--- config.mk ---
export PLATFORM = sky130hd
export DESIGN_NAME = irp_cmd_unit
export DESIGN_NICKNAME = d
export VERILOG_FILES = /design/src/shared/irp_pkg.sv /design/src/hw/irp_ctx_store.sv /design/src/hw/irp_cmd_unit.sv
export SDC_FILE = /design/constraint.sdc
export NUM_CORES = 1
export LEC_CHECK = 0
export ABC_CLOCK_PERIOD_IN_PS = 6500
export BUFFER_PORTS_ARGS = -buffer_cell sky130_fd_sc_hd__buf_2
export CORE_ASPECT_RATIO = 1.4
export CORE_MARGIN = 4
export CORE_UTILIZATION = 52
export DETAILED_ROUTE_END_ITERATION = 10
export PLACE_DENSITY = 0.76
export SLEW_MARGIN = 5
export SYNTH_ARGS = -nofsm -noshare
export SYNTH_HDL_FRONTEND = slang
export SYNTH_SLANG_ARGS = --single-unit
--- constraint.sdc ---
create_clock -name clk -period 6.5 [get_ports clk]
set_input_delay 1.3 -clock clk [delete_from_list [all_inputs] [get_ports clk]]
set_output_delay 1.3 -clock clk [all_outputs]
set_load 0.005 [all_outputs]
--- src/shared/irp_pkg.sv ---
// irp_pkg: frame layouts, opcodes, status codes for the interrupt-return /
// position-event command slice. assumes nine-byte command and reply frames.
package irp_pkg;
  localparam logic [7:0] OP_VECTOR = 8'h25;
  localparam logic [7:0] OP_RETURN = 8'h26;
  localparam logic [7:0] OP_UF_BASE = 8'h40;
  localparam int UF_COUNT = 8;
  localparam logic [7:0] OP_MOVE = 8'h04;
  localparam logic [7:0] OP_POS_REQ = 8'h8A;
  localparam logic [7:0] ST_OK = 8'h64;
  localparam logic [7:0] ST_POS_DONE = 8'h80;
  localparam logic [7:0] ST_BAD_CMD = 8'h02;
  localparam logic [7:0] ST_BAD_MODE = 8'h05;
  localparam logic [7:0] ST_BAD_SUM = 8'h01;
  localparam logic [7:0] TIMER0_IRQ = 8'h00;
  localparam logic [7:0] TYPE_ONCE = 8'h00;
  localparam logic [7:0] TYPE_EVERY = 8'h01;
  localparam logic [7:0] HOST_ADDR = 8'h02;
  localparam logic [7:0] MODULE_ADDR = 8'h01;
  localparam int FRAME_LEN = 9;

  typedef struct packed {
    logic [7:0] target;
    logic [7:0] opcode;
    logic [7:0] typ;
    logic [7:0] bank;
    logic [31:0] value;
    logic [7:0] sum;
  } irp_cmd_t;

  typedef struct packed {
    logic [7:0] reply;
    logic [7:0] origin;
    logic [7:0] status;
    logic [7:0] command;
    logic [31:0] value;
    logic [7:0] sum;
  } irp_reply_t;

  typedef struct packed {
    logic [31:0] accu;
    logic [31:0] xreg;
    logic [7:0] flags;
    logic [15:0] pc;
  } irp_ctx_t;

  function automatic logic [7:0] irp_sum8(input logic [63:0] bytes);
    logic [7:0] s;
    s = 8'h00;
    for (int i = 0; i < 8; i++)
    begin
      s = s + bytes[i*8 +: 8];
    end
    return s;
  endfunction
endpackage

--- src/hw/irp_ctx_store.sv ---
// irp_ctx_store: one-deep save area for program context across a handler.
// assumes the sequencer never nests handlers.
`timescale 1ns/1ps
module irp_ctx_store (
  // clock and reset
  input wire logic clk,
  input wire logic reset_n,
  // control
  input wire logic save,
  input wire logic restore,
  input wire irp_pkg::irp_ctx_t live,
  // saved context
  output irp_pkg::irp_ctx_t saved,
  output logic inHandler
);
  import irp_pkg::*;
  irp_ctx_t saved_r;
  logic inHandler_r;

  always_ff @(posedge clk)
  begin
    if (!reset_n)
      saved_r <= '0;
    else if (save)
      saved_r <= live;
  end

  always_ff @(posedge clk)
  begin
    if (!reset_n)
      inHandler_r <= 1'b0;
    else if (save)
      inHandler_r <= 1'b1;
    else if (restore)
      inHandler_r <= 1'b0;
  end

  assign saved = saved_r;
  assign inHandler = inHandler_r;

  a_save_holds: assert property (@(posedge clk) disable iff (!reset_n)
    save |=> (saved_r == $past(live)) && inHandler_r)
    else $error("context not captured on save");
endmodule

--- src/hw/irp_cmd_unit.sv ---
// irp_cmd_unit: decodes command frames for vector define, interrupt return,
// user functions and the position-reached request; builds reply frames.
// assumes a whole frame arrives in one cycle and reply taken on ready.
`timescale 1ns/1ps
module irp_cmd_unit #(
  parameter int PC_W = 16
) (
  // clock and reset
  input wire logic clk,
  input wire logic reset_n,
  // command frame in
  input wire logic cmdValid,
  output logic cmdReady,
  input wire irp_pkg::irp_cmd_t cmdFrame,
  input wire logic fromProgram,
  // reply frame out
  output logic replyValid,
  input wire logic replyReady,
  output irp_pkg::irp_reply_t replyFrame,
  // program context and interrupt entry
  input wire irp_pkg::irp_ctx_t liveCtx,
  input wire logic irqEnter,
  output logic restoreValid,
  output irp_pkg::irp_ctx_t restoreCtx,
  output logic [PC_W-1:0] timerVector,
  output logic timerVectorSet,
  // motion
  input wire logic moveIssued,
  input wire logic targetReached,
  // user function hook
  input wire logic [31:0] userValue
);
  import irp_pkg::*;

  irp_reply_t reply_r;
  logic replyValid_r;
  logic pendDone_r;
  logic armOnce_r;
  logic armEvery_r;
  logic moveWatch_r;
  logic [7:0] mask_r;
  logic restoreValid_r;
  irp_ctx_t restoreCtx_r;
  logic [PC_W-1:0] timerVector_r;
  logic timerVectorSet_r;
  irp_ctx_t savedCtx;
  logic inHandler;
  logic sumOk;
  logic isUser;
  logic take;
  logic doneFire;
  logic isReturn;

  function automatic irp_reply_t mk_reply(input logic [7:0] st, input logic [7:0] op,
                                          input logic [31:0] val);
    irp_reply_t r;
    r.reply = HOST_ADDR;
    r.origin = MODULE_ADDR;
    r.status = st;
    r.command = op;
    r.value = val;
    r.sum = irp_sum8({r.reply, r.origin, r.status, r.command, r.value});
    return r;
  endfunction

  // frame layout fixed by the struct order
  assign sumOk = cmdFrame.sum == irp_sum8(cmdFrame[71:8]);
  assign isUser = cmdFrame.opcode >= OP_UF_BASE
                  && cmdFrame.opcode < OP_UF_BASE + 8'(UF_COUNT);
  // completion reply has priority over a new command for the reply slot
  assign doneFire = pendDone_r && !replyValid_r;
  assign cmdReady = !replyValid_r && !pendDone_r;
  assign take = cmdValid && cmdReady;
  assign isReturn = take && sumOk && fromProgram && cmdFrame.opcode == OP_RETURN;

  irp_ctx_store u_ctx (
    .clk(clk),
    .reset_n(reset_n),
    .save(irqEnter && !inHandler),
    .restore(isReturn && inHandler),
    .live(liveCtx),
    .saved(savedCtx),
    .inHandler(inHandler)
  );

  // reply slot: immediate replies and completion replies
  always_ff @(posedge clk)
  begin
    if (!reset_n)
    begin
      replyValid_r <= 1'b0;
      reply_r <= '0;
    end
    else if (replyValid_r)
    begin
      if (replyReady)
        replyValid_r <= 1'b0;
    end
    else if (doneFire)
    begin
      replyValid_r <= 1'b1;
      reply_r <= mk_reply(ST_POS_DONE, OP_POS_REQ, {24'h000000, mask_r});
    end
    else if (take && !fromProgram)
    begin
      replyValid_r <= 1'b1;
      if (!sumOk)
        reply_r <= mk_reply(ST_BAD_SUM, cmdFrame.opcode, 32'h00000000);
      else if (cmdFrame.opcode == OP_POS_REQ)
        reply_r <= mk_reply(ST_OK, OP_POS_REQ, {24'h000000, cmdFrame.value[7:0]});
      else if (isUser)
        reply_r <= mk_reply(ST_OK, cmdFrame.opcode, userValue);
      else if (cmdFrame.opcode == OP_RETURN || cmdFrame.opcode == OP_VECTOR)
        reply_r <= mk_reply(ST_BAD_MODE, cmdFrame.opcode, 32'h00000000);
      else
        reply_r <= mk_reply(ST_BAD_CMD, cmdFrame.opcode, 32'h00000000);
    end
  end

  // position-reached arming; a request from a program is ignored
  always_ff @(posedge clk)
  begin
    if (!reset_n)
    begin
      armOnce_r <= 1'b0;
      armEvery_r <= 1'b0;
      mask_r <= 8'h00;
    end
    else if (take && sumOk && !fromProgram && cmdFrame.opcode == OP_POS_REQ)
    begin
      mask_r <= cmdFrame.value[7:0];
      armOnce_r <= cmdFrame.typ == TYPE_ONCE;
      armEvery_r <= cmdFrame.typ == TYPE_EVERY;
    end
    else if (moveIssued && armOnce_r)
      armOnce_r <= 1'b0;
  end

  // move being watched; completion pends until the reply slot is free
  always_ff @(posedge clk)
  begin
    if (!reset_n)
    begin
      moveWatch_r <= 1'b0;
      pendDone_r <= 1'b0;
    end
    else
    begin
      if (moveIssued)
        moveWatch_r <= armOnce_r || armEvery_r;
      else if (targetReached && moveWatch_r)
        moveWatch_r <= 1'b0;
      if (targetReached && moveWatch_r && !moveIssued)
        pendDone_r <= 1'b1;
      else if (doneFire)
        pendDone_r <= 1'b0;
    end
  end

  // interrupt return and vector definition from a stored program
  always_ff @(posedge clk)
  begin
    if (!reset_n)
    begin
      restoreValid_r <= 1'b0;
      restoreCtx_r <= '0;
      timerVector_r <= '0;
      timerVectorSet_r <= 1'b0;
    end
    else
    begin
      restoreValid_r <= isReturn && inHandler;
      if (isReturn && inHandler)
        restoreCtx_r <= savedCtx;
      if (take && sumOk && fromProgram && cmdFrame.opcode == OP_VECTOR
          && cmdFrame.typ == TIMER0_IRQ)
      begin
        timerVector_r <= cmdFrame.value[PC_W-1:0];
        timerVectorSet_r <= 1'b1;
      end
    end
  end

  assign replyValid = replyValid_r;
  assign replyFrame = reply_r;
  assign restoreValid = restoreValid_r;
  assign restoreCtx = restoreCtx_r;
  assign timerVector = timerVector_r;
  assign timerVectorSet = timerVectorSet_r;

  a_return_restore: assert property (@(posedge clk) disable iff (!reset_n)
    (isReturn && inHandler) |=> restoreValid && restoreCtx == $past(savedCtx))
    else $error("return did not restore context");
  a_return_program: assert property (@(posedge clk) disable iff (!reset_n)
    (take && !fromProgram && cmdFrame.opcode == OP_RETURN) |=> !restoreValid)
    else $error("return executed from host");
  a_pos_ack: assert property (@(posedge clk) disable iff (!reset_n)
    (take && sumOk && !fromProgram && cmdFrame.opcode == OP_POS_REQ)
    |=> replyValid && replyFrame.status == ST_OK && replyFrame.command == OP_POS_REQ
    && replyFrame.value == {24'h000000, $past(cmdFrame.value[7:0])})
    else $error("bad immediate position reply");
  a_done_reply: assert property (@(posedge clk) disable iff (!reset_n)
    doneFire |=> replyValid && replyFrame.status == ST_POS_DONE
    && replyFrame.command == OP_POS_REQ && replyFrame.value == {24'h000000, $past(mask_r)})
    else $error("bad completion reply");
  a_user_ok: assert property (@(posedge clk) disable iff (!reset_n)
    (take && sumOk && !fromProgram && isUser)
    |=> replyFrame.status == ST_OK && replyFrame.value == $past(userValue))
    else $error("user function status wrong");
  a_once_clear: assert property (@(posedge clk) disable iff (!reset_n)
    (moveIssued && armOnce_r && !take) |=> !armOnce_r)
    else $error("single-shot arm not consumed");
  a_every_keep: assert property (@(posedge clk) disable iff (!reset_n)
    (armEvery_r && !take) |=> armEvery_r)
    else $error("every-move arm lost");
  a_vector_set: assert property (@(posedge clk) disable iff (!reset_n)
    (take && sumOk && fromProgram && cmdFrame.opcode == OP_VECTOR && cmdFrame.typ == TIMER0_IRQ)
    |=> timerVector == $past(cmdFrame.value[PC_W-1:0]))
    else $error("timer vector not stored");
  a_reply_sum: assert property (@(posedge clk) disable iff (!reset_n)
    replyValid |-> replyFrame.sum == irp_sum8(replyFrame[71:8]))
    else $error("reply checksum wrong");
endmodule

==> impl_metrics.csv, run 1 <==
group,metric,value,unit
status,status,"finished clean",
pwr,power_density,284,nW/um^2
sta,period_share,0.876,
die,io_pins,380,
setup_path,cp_slowest_stage_delay,0.55,ns
placement,place_area,14900,sq um
global_route,grt_pass1_vias,10580,
global_route,grt-ovfl-total,0,
synthesis,syn_area,13000,sq um
synthesis,synth_top_family_by_area,"simple AND/OR/NAND/NOR gates",
synthesis,synth_enable_flop_cells,0,
synthesis,async_flop_share,0,
die,rows,68,
die,die_h,195,um
die,initial_utilization,0.527,
finish,layout_common_cells,"buf_2 (362), dfxtp_1 (262), nand2_1 (231)",
cts,cts_resized,0,
global_route,antenna_found_initial,0,
synthesis,synthAdderAreaFrac,0.120,
pwr,power_leakage,6.90,nW
synthesis,yosys.area_share.simple,0.154,
synthesis,synth.mux.area_fraction,0.0886,
synthesis,synth_cells,1334,
setup_path,critical_path_depth,19,
finish,drive_gt1_frac,0.263,
synthesis,ys_seq_area_frac,0.404,
cts,clk_path_buf_depth,3,
setup_path,worst-r2r-cell-count,6,
setup_path,path_max_fanout,23,
routing,vias,10377,
pwr,p_total,0.00448,W
finish,nets,1948,
finish,fin_util,0.640,
synthesis,ys.flop_type,"dfxtp_1",
global_route,grtUsageTotal,0.238,
routing,first_pass_iters,5,
routing,routed_wl,33900,um
cts,root_buffer,"clkbuf_16",
cts,cts_max_level,1,
cts,clk_latency,0.52,ns
sta,rsz0062_at_grt,"false",
setup_path,critPathKind,"input port to flop",
placement,place_congestion,0.951,
synthesis,synthXorXnorAreaFrac,0.0406,
synthesis,ys_warn_count,0,
synthesis,ys_types,62,
setup_path,cp-start-kind,"input port",
setup_path,arrival,6.10,ns
routing,first_iter_violations,473,
cts,cts_hold_buf,0,
setup_path,path_cells,"buf_2, fa_1, inv_1, fa_1, fa_1, fa_1, inv_1, ha_1, inv_1, fa_1, xnor2_1, nor2_1, and4_1, nand3_1, nor4_4, buf_12, buf_4, mux2i_1, nor2b_1",
routing,routedWlPerCell,17.0,um
routing,vias_per_cell,5.20,
cts,numCtsBuffers,26,
finish,syn_to_final_growth,21.5,%
finish,antennaDiodeCount,0,
routing,drc,0,
die,die_w,142,um
global_route,grt_pass1_wl,54100,um
sta,setup_viol,0,
sta,worst_pin_slew,1.15,ns
synthesis,synth_compound_gate_area_share,0.121,
sta,relSlewSlack,0.231,
die,die_area,27600,sq um
synthesis,ys_ff_latch,262,
finish,final_common_cell,"buf_2",
hold_path,hp-class,"flop to flop",
routing,antenna_left,0,
pwr,peakVddDrop,0.000262,V
finish,num-fill-cells,2100,
die,core_area,24700,sq um
placement,dp_hpwl,25500,um
sta,max_freq,0.176,GHz
setup_path,cp.required,6.90,ns
sta,final_max_slew_viol_count,0,
cts,cts_sinks,262,
sta,clock_skew,0.0130,ns
setup_path,path_common_cell,"fa_1",
run,max_cap_violations,0,
placement,numPortBuffers,363,
finish,design_area,15800,sq um
sta,fin_setup_tns,0,ns
cts,cts_setup_buffers,0,
setup_path,crit_buf_inv,6,
setup_path,critPathTopFamily,"adder cells",
global_route,grt_max_degree,156,
setup_path,critPathSlowestCell,"fa_1",
cts,cts_tree,"yes",
sta,period_minus_slack,5.69,ns
sta,hold_viol,0,
synthesis,syn_area_per_cell,9.74,sq um
setup_path,cp-end-kind,"flop",
hold_path,hold_depth,2,
cts,clkTransAtPathRegs,0.07,ns
==> path summary, 6_finish.rpt <==
path                  startpoint        endpoint  slack [ns]
setup / recovery     cmdFrame[9]  restoreCtx[57]        0.81
hold / removal    replyFrame[48]  replyFrame[48]        0.45
setup reg to reg      pendDone_r  replyFrame[23]        3.81
hold reg to reg   replyFrame[48]  replyFrame[48]        0.45
==> layer usage <==
metal,global-route usage,vias to the layer above,wire length [um]
li1,-,5017,-
met1,0.274,4879,12800
met2,0.428,398,17000
met3,0.0510,83,2670
met4,0.0942,0,1450
met5,0,-,0
==> worst reg2reg max path, stage by stage (launching register included) <==
cell	delay, ns
dfxtp_1	0.45
nor2b_1	0.94
nor2_1	0.33
nand2_1	0.35
nor3_4	0.07
buf_4	0.23
a22o_1	0.22
==> cells in the mapped netlist, types with 7 or more instances <==
master | n | area (sq um)
ha_1 | 30 | 375
nand2_1 | 231 | 867
a21oi_1 | 19 | 95.1
nand3_1 | 10 | 50.1
buf_12 | 8 | 160
nor2_1 | 22 | 82.6
nor3_1 | 7 | 35.0
clkbuf_1 | 63 | 236
inv_1 | 81 | 304
nor2b_1 | 111 | 694
dfxtp_1 | 262 | 5250
mux2i_1 | 115 | 1150
o21ai_0 | 31 | 155
xnor2_1 | 35 | 307
a21boi_0 | 90 | 676
a22oi_1 | 9 | 67.6
xor2_1 | 13 | 114
buf_4 | 19 | 143
a22o_1 | 32 | 280
fa_1 | 59 | 1180
==> state kept, by name (all words and copies together), names as in the netlist <==
register and count:
restoreValid 1, u_ctx.saved 88, armOnce_r 1, timerVectorSet 1, restoreCtx 88, mask_r 8, timerVector 16, u_ctx.inHandler 1
pendDone_r 1, replyFrame 54, armEvery_r 1, replyValid 1, moveWatch_r 1
==> report_power, final <==
| part | internal [W] | switching, W | total [W] |
|---|---|---|---|
| combinational | 0.000550 | 0.000658 | 0.00121 |
| clock | 0.000966 | 0.000640 | 0.00161 |
| sequential | 0.00165 | 0.0000218 | 0.00167 |
| total | 0.00316 | 0.00132 | 0.00448 |
==> cells by family after synthesis <==
kind of cell    count (synthesis)
compound gates                216
xor+xnor                       53
fa+ha+maj                      89
buf+inv                       181
flops                         262
mux                           115
other cells                     1
simple gates                  417
==> area by class of cell <==
cell class / count / area (sq um) / area share
clock buffer: 33 / 738 / 0.0468
clock inverter: 15 / 190 / 0.0120
sequential: 262 / 5250 / 0.332
timing repair buffer: 382 / 2030 / 0.128
tap: 315 / 394 / 0.0250
inverter: 81 / 304 / 0.0193
multi-input combinational: 906 / 6890 / 0.436
==> through the flow <==
stage | worst slack (ns) | instances | hold WS, ns
CTS | 0.794 | 1994 | 0.447
detailed placement | 0.229 | 1946 | 0.438
floorplan | 0.761 | 1349 | 0.432
finish | 0.807 | 1994 | 0.448
global route | 0.574 | 1994 | 0.480
global placement | 0.377 | 1946 | 0.431
No activity file was read; power rests on OpenSTA's default activity.
==> run 2: changes to the inputs <==
Settings changed: PLACE_DENSITY 0.76 to unset, PLACE_DENSITY_LB_ADDON set to 0.12.
==> run 2 against run 1 <==
Effect of this change: via count is 0.91% lower; setup slack improved by 0.029 ns; clock power shrank 5%; highest routed layer is now met5; global-route usage up 0.31 points; critical endpoint is now timerVector[10].
==> impl_metrics.csv, run 2 (synthesis results as in run 1) <==
group,metric,value,unit
sta,relSlewSlack,0.255,
placement,dp_hpwl,25500,um
routing,routedWlPerCell,17.3,um
routing,routed_wl,34500,um
die,die_w,142,um
global_route,grt_max_degree,148,
routing,drc,0,
pwr,peakVddDrop,0.000278,V
cts,numCtsBuffers,26,
sta,final_max_slew_viol_count,0,
placement,place_congestion,0.926,
routing,antenna_left,0,
cts,clk_path_buf_depth,3,
status,status,"finished clean",
routing,vias_per_cell,5.15,
cts,cts_hold_buf,0,
die,rows,68,
global_route,grt_pass1_vias,10372,
cts,cts_sinks,262,
setup_path,cp-end-kind,"flop",
setup_path,path_cells,"buf_2, fa_1, inv_1, fa_1, fa_1, fa_1, inv_1, ha_1, inv_1, fa_1, xnor2_1, nor2_1, and4_1, nand3_1, buf_4, nor4_2, buf_4, mux2i_1, nor2b_1",
sta,clock_skew,0.00795,ns
sta,rsz0062_at_grt,"false",
hold_path,hold_depth,2,
setup_path,worst-r2r-cell-count,6,
setup_path,cp_slowest_stage_delay,0.55,ns
routing,first_iter_violations,513,
finish,final_common_cell,"buf_2",
hold_path,hp-class,"flop to flop",
sta,fin_setup_tns,0,ns
pwr,power_leakage,6.90,nW
setup_path,critPathSlowestCell,"fa_1",
die,die_h,195,um
global_route,grt-ovfl-total,0,
cts,clkTransAtPathRegs,0.06,ns
cts,cts_resized,0,
sta,period_share,0.871,
global_route,grtUsageTotal,0.242,
setup_path,critPathTopFamily,"adder cells",
setup_path,crit_buf_inv,6,
pwr,p_total,0.00441,W
setup_path,cp-start-kind,"input port",
setup_path,critPathKind,"input port to flop",
global_route,antenna_found_initial,3,
sta,period_minus_slack,5.66,ns
cts,cts_max_level,1,
placement,numPortBuffers,363,
sta,hold_viol,0,
run,max_cap_violations,0,
pwr,power_density,280,nW/um^2
routing,vias,10283,
setup_path,path_max_fanout,17,
die,die_area,27600,sq um
sta,setup_viol,0,
cts,root_buffer,"clkbuf_16",
setup_path,path_common_cell,"fa_1",
cts,clk_latency,0.52,ns
die,io_pins,380,
routing,first_pass_iters,5,
die,core_area,24700,sq um
setup_path,critical_path_depth,19,
finish,fin_util,0.639,
setup_path,arrival,6.07,ns
die,initial_utilization,0.527,
cts,cts_tree,"yes",
setup_path,cp.required,6.90,ns
sta,worst_pin_slew,1.12,ns
finish,nets,1952,
finish,drive_gt1_frac,0.261,
sta,max_freq,0.177,GHz
finish,layout_common_cells,"buf_2 (362), dfxtp_1 (262), nand2_1 (231)",
global_route,grt_pass1_wl,54300,um
finish,syn_to_final_growth,21.4,%
cts,cts_setup_buffers,0,
[run 2: layout make-up]
| class | instances | area [sq um] |
|---|---|---|
| well taps | 315 | 394 |
| flip-flops and latches | 262 | 5250 |
| repair buffers | 386 | 2070 |
| inverters | 81 | 304 |
| fillers | 2162 | 8900 |
| clock inverters | 9 | 128 |
| clock buffers | 36 | 739 |
| diodes | 1 | 2.50 |
| multi-input cells | 906 | 6890 |
[run 2: final timing paths]
| path | end | from | slack (ns) |
|---|---|---|---|
| max | timerVector[10] | cmdFrame[10] | 0.84 |
| min | replyFrame[48] | replyFrame[48] | 0.44 |
| max reg2reg | replyFrame[25] | pendDone_r | 3.91 |
| min reg2reg | replyFrame[48] | replyFrame[48] | 0.44 |
[run 2: where the power goes]
group | switching, W | total (W) | internal, W
Combinational | 0.000665 | 0.00122 | 0.000551
Sequential | 0.0000228 | 0.00167 | 0.00165
Clock | 0.000616 | 0.00153 | 0.000911
Total | 0.00130 | 0.00441 | 0.00311
[run 2: per-stage QoR]
stage / instance area [sq um] / hold WS, ns / worst slack (ns) / instances
floorplan: 13000 / 0.432 / 0.761 / 1349
global placement: 14900 / 0.432 / 0.327 / 1950
detailed placement: 14900 / 0.437 / 0.274 / 1950
CTS: 15800 / 0.447 / 0.818 / 1995
global route: 15800 / 0.474 / 0.574 / 1996
finish: 15800 / 0.444 / 0.836 / 1996
[run 2: worst register-to-register path, stage by stage, from the launching register on]
cell and delay [ns]:
dfxtp_1 0.39, nor2b_1 0.90, nor2_1 0.36, nand2_1 0.32
nor3_4 0.06, buf_4 0.23, a22o_1 0.22
[run 2: per-layer routing]
layer | vias up | GRT usage | share of wire
met5 | - | 0 | 0.00038
met4 | 2 | 0.0829 | 0.035
met3 | 71 | 0.0382 | 0.069
met2 | 384 | 0.426 | 0.50
met1 | 4800 | 0.298 | 0.39
li1 | 5026 | - | -
==> run 3: changes to the inputs <==
Settings changed: CELL_PAD_IN_SITES_DETAIL_PLACEMENT set to 2, CELL_PAD_IN_SITES_GLOBAL_PLACEMENT set to 2, CORE_UTILIZATION 52 to 31.
==> run 3 against run 2 <==
Effect of this change: clock power rose by 11%; count of clock-buffer cells in the layout up 6; critical path depth is the same; flip-flop and latch count did not move; worst hold slack improved by 0.0052 ns; routed wire length grew 30%; global-route usage fell by 4.9 points; maximum frequency fell by 0.98%.
==> impl_metrics.csv, run 3 (synthesis results as in run 1) <==
group,metric,value,unit
routing,first_pass_iters,4,
setup_path,cp_slowest_stage_delay,0.58,ns
cts,cts_sinks,262,
setup_path,cp-end-kind,"flop",
global_route,gr-usage-met3,0.0408,
global_route,grt_max_degree,127,
routing,vias_per_cell,4.77,
setup_path,worst-r2r-cell-count,7,
placement,place_area,15300,sq um
pwr,swShare,0.306,
die,core_area,41300,sq um
pwr,power_density,287,nW/um^2
setup_path,path_common_cell,"fa_1",
cts,clk_latency,0.55,ns
global_route,grt_pass1_vias,12075,
placement,dp_hpwl,34000,um
setup_path,arrival,6.15,ns
cts,cts_hold_buf,0,
hold_path,hold_end,"replyFrame[48]",
placement,numPortBuffers,363,
routing,routedWlPerCell,20.1,um
pwr,peakVddDrop,0.000214,V
placement,dp.cells,2186,
pwr,p_sw,0.00143,W
sta,setup_viol,0,
finish,final_common_cell,"buf_2",
run,max_cap_violations,0,
die,rows,88,
routing,antenna_left,0,
finish,nets,1966,
hold_path,hp-class,"flop to flop",
routing,first_iter_violations,284,
finish,syn_to_final_growth,25.0,%
global_route,use_met2,0.367,
finish,drive_gt1_frac,0.267,
placement,place_congestion,0.859,
sta,relSlewSlack,0.278,
setup_path,path_max_fanout,17,
global_route,use_met1,0.213,
sta,hold_viol,0,
setup_path,path_cells,"buf_2, fa_1, inv_1, fa_1, fa_1, fa_1, inv_1, ha_1, inv_1, fa_1, xnor2_1, nor2_1, and4_1, nand3_1, buf_4, nor4_2, buf_12, mux2i_1, nor2b_1",
cts,cts_tree,"yes",
hold_path,hold_depth,2,
die,initial_utilization,0.315,
setup_path,r2r-start,"replyValid",
die,die_area,45300,sq um
setup_path,critPathKind,"input port to flop",
cts,clk_path_buf_depth,3,
pwr,clock_power_share,0.364,
sta,worst_pin_slew,1.08,ns
sta,fin_setup_tns,0,ns
sta,clock_skew,0.0113,ns
pwr,intPower,0.00324,W
pwr,p_seq_frac,0.358,
cts,cts_resized,0,
global_route,grtUsageTotal,0.192,
placement,preCtsSetupSlack,0.205,ns
sta,max_freq,0.175,GHz
setup_path,critPathSlowestCell,"fa_1",
cts,cts_setup_buffers,0,
setup_path,cp-start-kind,"input port",
setup_path,r2r_end,"restoreCtx[24]",
sta,period_share,0.880,
global_route,grt_pass1_wl,69700,um
sta,period_minus_slack,5.72,ns
routing,drc,0,
finish,stdcell_count,2238,
pwr,power_frac_comb,0.278,
setup_path,critPathTopFamily,"adder cells",
finish,layout_common_cells,"buf_2 (362), dfxtp_1 (262), nand2_1 (231)",
global_route,grt-ovfl-total,0,
pwr,power_leakage,6.99,nW
cts,numCtsBuffers,29,
cts,root_buffer,"clkbuf_16",
setup_path,cp.required,6.93,ns
routing,vias,10683,
cts,clkTransAtPathRegs,0.06,ns
global_route,busiest_layer,"met2",
routing,routed_wl,44900,um
status,status,"finished clean",
sta,rsz0062_at_grt,"false",
hold_path,min-delay-start,"replyFrame[48]",
finish,design_area,16200,sq um
die,io_pins,380,
die,die_w,181,um
die,die_h,250,um
global_route,antenna_found_initial,3,
cts,cts_max_level,1,
finish,num-fill-cells,4632,
sta,final_max_slew_viol_count,0,
setup_path,critical_path_depth,19,
setup_path,crit_buf_inv,6,
setup_path,reg2reg_slack,4.19,ns
sta,setup_slack,0.780,ns
run 3: cell types whose count changed in the layout (fill, tap and decap cells not counted), moves of 2 or more:
cell and delta:
buf_4 +11, clkbuf_1 +2, clkbuf_16 +2, clkbuf_8 +2, clkinv_2 -2, clkinv_4 -2
clkinvlp_4 +2
run 3: area by class of cell:
class	instances	area, sq um	area share
Tap cell	540	676	0.0416
Sequential cell	262	5250	0.323
Inverter	81	304	0.0187
Clock buffer	42	825	0.0508
Timing Repair Buffer	397	2150	0.133
Clock inverter	8	145	0.00893
Antenna cell	2	5.00	0.000308
Multi-Input combinational cell	906	6890	0.424
run 3: power by group through the flow:
stage / sequential (W) / combinational, W / clock [W]
finish: 0.00167 / 0.00130 / 0.00170
floorplan: 0.00170 / 0.000908 / 0
global route: 0.00168 / 0.00147 / 0.00183
CTS: 0.00167 / 0.00133 / 0.00177
detailed placement: 0.00171 / 0.00132 / 0
global placement: 0.00171 / 0.00126 / 0
run 3: worst max-delay path by stage:
stage,from,endpoint,slack (ns)
2_1_floorplan,cmdFrame[10],restoreCtx[79],0.76
3_3_place_gp,cmdFrame[10],timerVector[3],0.29
3_5_place_dp,cmdFrame[10],timerVector[6],0.20
4_1_cts,cmdFrame[10],timerVector[6],0.81
5_1_grt,cmdFrame[10],restoreCtx[29],0.57
6_report,cmdFrame[10],timerVector[9],0.78
run 3: stage by stage:
stage / power [W] / hold slack (ns) / utilization
after floorplan: 0.00261 / 0.432 / -
after global placement: 0.00297 / 0.439 / 0.370
after detailed placement: 0.00303 / 0.445 / 0.370
after CTS: 0.00477 / 0.454 / 0.393
after global routing: 0.00498 / 0.488 / 0.393
final: 0.00467 / 0.450 / 0.393
run 3: metal layers:
metal	up-vias	share of wire	routed length (um)
li1	5043	-	-
met1	5303	0.38	17200
met2	274	0.53	24000
met3	61	0.052	2320
met4	2	0.030	1340
met5	-	0.00038	17
run 3: worst reg2reg max path, cell delays in order, from the launching register on:
cell and delay, ns:
dfxtp_1 0.45, nor2_1 0.34, nand4_1 0.35, nor4_4 0.29, buf_12 0.24, buf_4 0.24, mux2i_1 0.22, nor2b_1 0.07
